`src/scp_pkg.sv`:
```
// constants and types for the sense clip mode and pass count block
package scp_pkg;
  localparam int unsigned PIN_W        = 8;
  localparam int unsigned GRP_W        = 4;
  localparam int unsigned CNT_W        = 8;
  localparam logic [7:0]  PASS_RESET   = 8'h01;
  localparam logic [7:0]  PASS_MIN     = 8'h01;
  localparam int unsigned EVT_BIT      = 0;
  localparam int unsigned HI_LSB       = 4;
  localparam int unsigned LO_LSB       = 0;
  localparam logic [7:0]  ALL_OUT      = 8'hff;
  localparam logic [7:0]  NONE_OUT     = 8'h00;

  // probe pin uses
  typedef enum logic [1:0] {
    SCP_ALL_INPUT,
    SCP_EVENT_OUT,
    SCP_CMP_OUT
  } scp_mode_t;
endpackage

```
`src/scp_pass_counter.sv`:
```
// pass counter that qualifies combined event detections
module scp_pass_counter (
  input  wire logic       sys_clk,
  input  wire logic       reset_n,
  input  wire logic       pass_load,
  input  wire logic [7:0] pass_value,
  input  wire logic       detect,
  output logic      [7:0] pass_count,
  output logic            event_fire
);
  logic [7:0] remaining;
  logic       load_ok;

  // zero is ignored silently, so it must not hold back a fire either
  assign load_ok = pass_load && pass_value >= scp_pkg::PASS_MIN;

  // programmed count, zero refused, keeps old value
  always_ff @(posedge sys_clk or negedge reset_n) begin
    if (!reset_n) begin
      pass_count <= scp_pkg::PASS_RESET;
    end else if (load_ok) begin
      pass_count <= pass_value;
    end
  end

  // remaining detections; reload on load or after firing
  always_ff @(posedge sys_clk or negedge reset_n) begin
    if (!reset_n) begin
      remaining <= scp_pkg::PASS_RESET;
    end else if (load_ok) begin
      remaining <= pass_value;
    end else if (detect) begin
      if (remaining == scp_pkg::PASS_MIN) begin
        remaining <= pass_count;
      end else begin
        remaining <= remaining - scp_pkg::PASS_MIN;
      end
    end
  end

  // registered one-cycle event pulse
  always_ff @(posedge sys_clk or negedge reset_n) begin
    if (!reset_n) begin
      event_fire <= 1'b0;
    end else begin
      event_fire <= detect && !load_ok && remaining == scp_pkg::PASS_MIN;
    end
  end
endmodule

```
`src/scp_sense_clip.sv`:
```
// probe pin mode control, event output and pass count top
module scp_sense_clip (
  input  wire logic       sys_clk,
  input  wire logic       reset_n,
  input  wire logic       mode_load,
  input  wire logic [1:0] mode_value,
  input  wire logic       sel_cmp_three,
  input  wire logic       sel_cmp_four,
  input  wire logic       cmp_three_busy,
  input  wire logic       cmp_four_busy,
  input  wire logic [7:0] cmp_three_addr,
  input  wire logic [7:0] cmp_four_addr,
  input  wire logic       cmp_three_hit,
  input  wire logic       cmp_four_hit,
  input  wire logic [7:0] mem_data,
  input  wire logic       event_detect,
  input  wire logic       pass_load,
  input  wire logic [7:0] pass_value,
  input  wire logic [7:0] probe_in,
  output logic      [7:0] probe_out,
  output logic      [7:0] probe_oe,
  output logic      [7:0] trace_data,
  output logic      [7:0] event_term,
  output logic      [1:0] mode_readback,
  output logic            cmp_three_owned,
  output logic            cmp_four_owned,
  output logic            mode_refused,
  output logic      [7:0] pass_count,
  output logic            event_out
);
  scp_pkg::scp_mode_t mode;
  logic [7:0]         in_mask;
  logic [7:0]         out_data;
  logic               accept_three;
  logic               accept_four;
  logic               cmp_ok;
  logic               event_fire;
  logic               event_hold;

  // a busy comparator cannot be taken; comparator mode needs one selected and no selected one busy
  assign accept_three = sel_cmp_three && !cmp_three_busy;
  assign accept_four  = sel_cmp_four && !cmp_four_busy;
  assign cmp_ok = !(sel_cmp_three && cmp_three_busy) && !(sel_cmp_four && cmp_four_busy)
                  && (sel_cmp_three || sel_cmp_four);

  // mode register; refused requests leave the old mode standing
  always_ff @(posedge sys_clk or negedge reset_n) begin
    if (!reset_n) begin
      mode            <= scp_pkg::SCP_ALL_INPUT;
      cmp_three_owned <= 1'b0;
      cmp_four_owned  <= 1'b0;
    end else if (mode_load) begin
      unique case (mode_value)
        2'h0: begin
          mode            <= scp_pkg::SCP_ALL_INPUT;
          cmp_three_owned <= 1'b0;
          cmp_four_owned  <= 1'b0;
        end
        2'h1: begin
          mode            <= scp_pkg::SCP_EVENT_OUT;
          cmp_three_owned <= 1'b0;
          cmp_four_owned  <= 1'b0;
        end
        2'h2: begin
          if (cmp_ok) begin
            mode            <= scp_pkg::SCP_CMP_OUT;
            cmp_three_owned <= accept_three;
            cmp_four_owned  <= accept_four;
          end
        end
        default: begin
        end
      endcase
    end
  end

  // refusal flag, one-cycle pulse
  always_ff @(posedge sys_clk or negedge reset_n) begin
    if (!reset_n) begin
      mode_refused <= 1'b0;
    end else begin
      mode_refused <= mode_load && ((mode_value == 2'h2 && !cmp_ok)
                      || mode_value == 2'h3);
    end
  end

  // output data: address on entry, then matched memory data per nibble
  always_ff @(posedge sys_clk or negedge reset_n) begin
    if (!reset_n) begin
      out_data <= scp_pkg::NONE_OUT;
    end else if (mode_load && mode_value == 2'h2 && cmp_ok) begin
      out_data[scp_pkg::HI_LSB +: scp_pkg::GRP_W] <= cmp_three_addr[3:0];
      out_data[scp_pkg::LO_LSB +: scp_pkg::GRP_W] <= cmp_four_addr[3:0];
    end else begin
      if (cmp_three_owned && cmp_three_hit) begin
        out_data[scp_pkg::HI_LSB +: scp_pkg::GRP_W] <= mem_data[3:0];
      end
      if (cmp_four_owned && cmp_four_hit) begin
        out_data[scp_pkg::LO_LSB +: scp_pkg::GRP_W] <= mem_data[3:0];
      end
    end
  end

  // event pin held low one cycle per fire, only while in event mode
  always_ff @(posedge sys_clk or negedge reset_n) begin
    if (!reset_n) begin
      event_hold <= 1'b0;
    end else begin
      event_hold <= event_fire && mode == scp_pkg::SCP_EVENT_OUT;
    end
  end

  // pin enables and input masking by mode
  always_comb begin
    in_mask   = ~scp_pkg::NONE_OUT;
    probe_oe  = scp_pkg::NONE_OUT;
    probe_out = scp_pkg::NONE_OUT;
    unique case (mode)
      scp_pkg::SCP_ALL_INPUT: begin
        probe_oe = scp_pkg::NONE_OUT;
      end
      scp_pkg::SCP_EVENT_OUT: begin
        // open collector: enable only while pulling low
        probe_oe[scp_pkg::EVT_BIT] = event_hold;
        in_mask[scp_pkg::EVT_BIT]  = 1'b0;
      end
      scp_pkg::SCP_CMP_OUT: begin
        probe_oe[scp_pkg::HI_LSB +: scp_pkg::GRP_W] = {scp_pkg::GRP_W{cmp_three_owned}};
        probe_oe[scp_pkg::LO_LSB +: scp_pkg::GRP_W] = {scp_pkg::GRP_W{cmp_four_owned}};
        probe_out = out_data;
        in_mask   = ~probe_oe;
      end
      default: begin
      end
    endcase
  end

  // input levels to trace and event conditions, registered
  always_ff @(posedge sys_clk or negedge reset_n) begin
    if (!reset_n) begin
      trace_data <= scp_pkg::NONE_OUT;
      event_term <= scp_pkg::NONE_OUT;
    end else begin
      trace_data <= probe_in & in_mask;
      event_term <= probe_in & in_mask;
    end
  end

  assign mode_readback = mode;
  assign event_out     = event_hold;

  scp_pass_counter u_pass (
    .sys_clk    (sys_clk),
    .reset_n    (reset_n),
    .pass_load  (pass_load),
    .pass_value (pass_value),
    .detect     (event_detect),
    .pass_count (pass_count),
    .event_fire (event_fire)
  );
endmodule

```
`config.mk`:
```
export PLATFORM = sky130hd
export DESIGN_NAME = scp_sense_clip
export DESIGN_NICKNAME = d
export VERILOG_FILES = /design/src/scp_pkg.sv /design/src/scp_pass_counter.sv /design/src/scp_sense_clip.sv
export SDC_FILE = /design/constraint.sdc
export NUM_CORES = 1
export LEC_CHECK = 0
export ABC_AREA = 1
export BUFFER_PORTS_ARGS = -buffer_cell sky130_fd_sc_hd__buf_4
export CAP_MARGIN = 20
export CORE_MARGIN = 4
export CORE_UTILIZATION = 25
export DETAILED_ROUTE_END_ITERATION = 8
export GPL_ROUTABILITY_DRIVEN = 0
export PLACE_DENSITY_LB_ADDON = 0.2
export SYNTH_ARGS = -nofsm -noshare
export SYNTH_HDL_FRONTEND = slang
export SYNTH_SLANG_ARGS = --single-unit
```
`constraint.sdc`:
```
create_clock -name sys_clk -period 2.8 [get_ports sys_clk]
set_input_delay 0.14 -clock sys_clk [delete_from_list [all_inputs] [get_ports sys_clk]]
set_output_delay 0.14 -clock sys_clk [all_outputs]
set_load 0.03 [all_outputs]
```
==> metrics <==
status finished clean; max incr delay on CP approximately 0.43 ns; largest net degree at the start of global routing 40; top cell type's share of synthesized area 0.427; hold crit path type in2reg; Final Skew approximately 0.0094 ns; GR Overflow Total 0; max cap viols 0; die area 10200 sq um; first-pass GRT wire length 9450 microns; Syn Area/Cell around 7.5 sq um; setup bufs post-CTS 0; RSZ-0062 raised after global routing false; Cell Count, Final, Fillers Out 471; maximum fanout along the worst path 11; clk buf depth 2; area grow syn2layout 35.3%; worst slew pin tran approximately 0.59 ns; routed len/inst between 10 and 15 microns; ant diodes 0; Worst EP arrival 1.78 ns; max_slew headroom 0.604; Final Hold Fails 0; crit-path most repeated cell inv_1; Yosys warnings 0; antenna violations before repair 0; drt drc 0; layout filler cell count approximately 900; Final min period ~1.9 ns; CP Launch Type flip-flop; flop2flop setup slack ~1 ns; Vias/cell around 4.3; vias 2026; Starting Density 0.260; crit end category primary output; synthesized instance count 288; register bit count reported by yosys 39; number of global-route vias before repair ~2000; clock slew at reported path FFs 0.08 ns; register area share after synthesis 0.452; Netlist cell types 22; Setup CP Type reg2out; Mapped Nets approximately 350; fin crit share 0.685; area leader, netlist dfrtp_1; First DRT Iteration DRCs around 130; CTS tree done; nets between 400 and 500; FP Rows 33; Final setup viols 0; CTS Sinks 39; Worst EP required 2.66 ns; synth top area cells dfrtp_1, nand2_1, inv_1; Slowest-stage cell, CP dfrtp_1; CP Cell Sequence inv_1, ha_1, nand2_1, inv_1, buf_4; Post-Syn Area about 2200 sq um; worst skew pair latency 0.29 ns; clock root buffer clkbuf_8; power density cells between 500 and 600 nW/um^2; Max VDD drop between 150 and 200 uV; I/O pins 99; Slew Limit Fails 0; Setup TNS Final 0 ns; GRT Resource Usage Total 0.117; core footprint ~8300 sq um; Die Span X 101 microns; PortBufs 86; drt first pass iters 4; level count of the clock H-tree 2; final WL between 5000 and 6000 microns; fmax between 500 and 600 MHz; Post-DP HPWL about 4500 microns; chip height 101 microns; total CTS buffers 5; share of layout cells above drive strength 1 0.284; Placed Cells approximately 460; Lkg Pwr between 0.0015 and 0.002 uW; DRT antenna net count 0
## worst max-delay path: cells and delay by family (launching register included)
kind                     cells  cell delay [ns]
adder cells (fa/ha/maj)      1             0.42
buffers and inverters        3             0.48
AND/OR/NAND/NOR              1             0.17
flip-flops                   1             0.43
## routing by layer
layer	GRT usage	routed length (microns)
met1	0.155	2670
met2	0.188	2720
met3	0.0256	347
met4	0.0389	94
met5	0	0
## cell usage in the layout, fill, tap and decap left out, types with 2 or more instances in the layout
cell type and instances:
nand3_1 29, inv_1 45, o21ai_0 19, ha_1 4
clkbuf_8 5, nor2_4 4, buf_4 86, a21oi_1 10
nand2_1 81, nor3_1 2, dfrtp_1 37, dfstp_2 2
nor2_1 30
## path summary, 6_finish.rpt
path / depth (start not counted) / to / from
max in group asynchronous: 2 / u_pass.remaining[0] / reset_n
min in group asynchronous: 2 / out_data[6] / reset_n
worst max-delay path: 5 / probe_oe[2] / mode_readback[0]
worst max register to register: 7 / u_pass.remaining[5] / u_pass.remaining[0]
worst min-delay path: 2 / cmp_three_owned / cmp_three_busy
worst min register to register: 2 / event_out / u_pass.event_fire
## power by group
group | internal (uW) | switching (uW)
clock network | 266 | 213
registers | 637 | 50.5
logic | 165 | 255
total | 1070 | 518
## area by class of cell
cell class / instances / area (sq um) / share of cell area
sequential: 39 / 978 / 0.334
multi-input combinational: 187 / 883 / 0.301
tap: 105 / 131 / 0.0448
timing repair buffer: 87 / 656 / 0.224
inverter: 45 / 169 / 0.0576
clock inverter: 3 / 43.8 / 0.0149
clock buffer: 5 / 68.8 / 0.0235
## flip-flops by register name (all words and copies together) (netlist names)
register	cells
event_term	8
out_data	8
u_pass.pass_count	8
u_pass.remaining	8
mode_readback	2
cmp_four_owned	1
cmp_three_owned	1
event_out	1
mode_refused	1
u_pass.event_fire	1
## logic make-up after synthesis
logic type,synth area share
and+or+nand+nor,0.308
DFF,0.452
adders and majority gates,0.0231
xor gates and xnor gates,0.00404
buffers and inverters,0.140
AOI/OAI and AO/OA,0.0728
## cell usage after synthesis, drive strengths merged
cell / n
inv: 45
a21oi: 10
clkbuf: 1
o31ai: 1
nor3: 2
o21ai: 20
ha: 4
nand4: 1
dfstp: 2
nand2: 83
nor2: 36
dfrtp: 37
xnor2: 1
nand3: 29
buf: 16
## repair_timing
action,4_1_cts,5_1_grt
hold endpoints to repair,37,0
resized for setup,0,0
hold buffers,1,0
## through the flow
step           hold slack [ns]  setup WS [ns]  total power, uW  utilization  cell area (sq um)
6_report                0.0307          0.881             1590        0.351               2930
5_1_grt                 0.0214          0.700             1690        0.351               2930
4_1_cts                 0.0277          0.812             1620        0.351               2930
3_5_place_dp             0.160          0.977             1120        0.337               2810
3_3_place_gp             0.161           1.02             1120        0.337               2810
2_1_floorplan           -0.156           1.05              957            -               2170
Power figures use the tool's default switching activity.
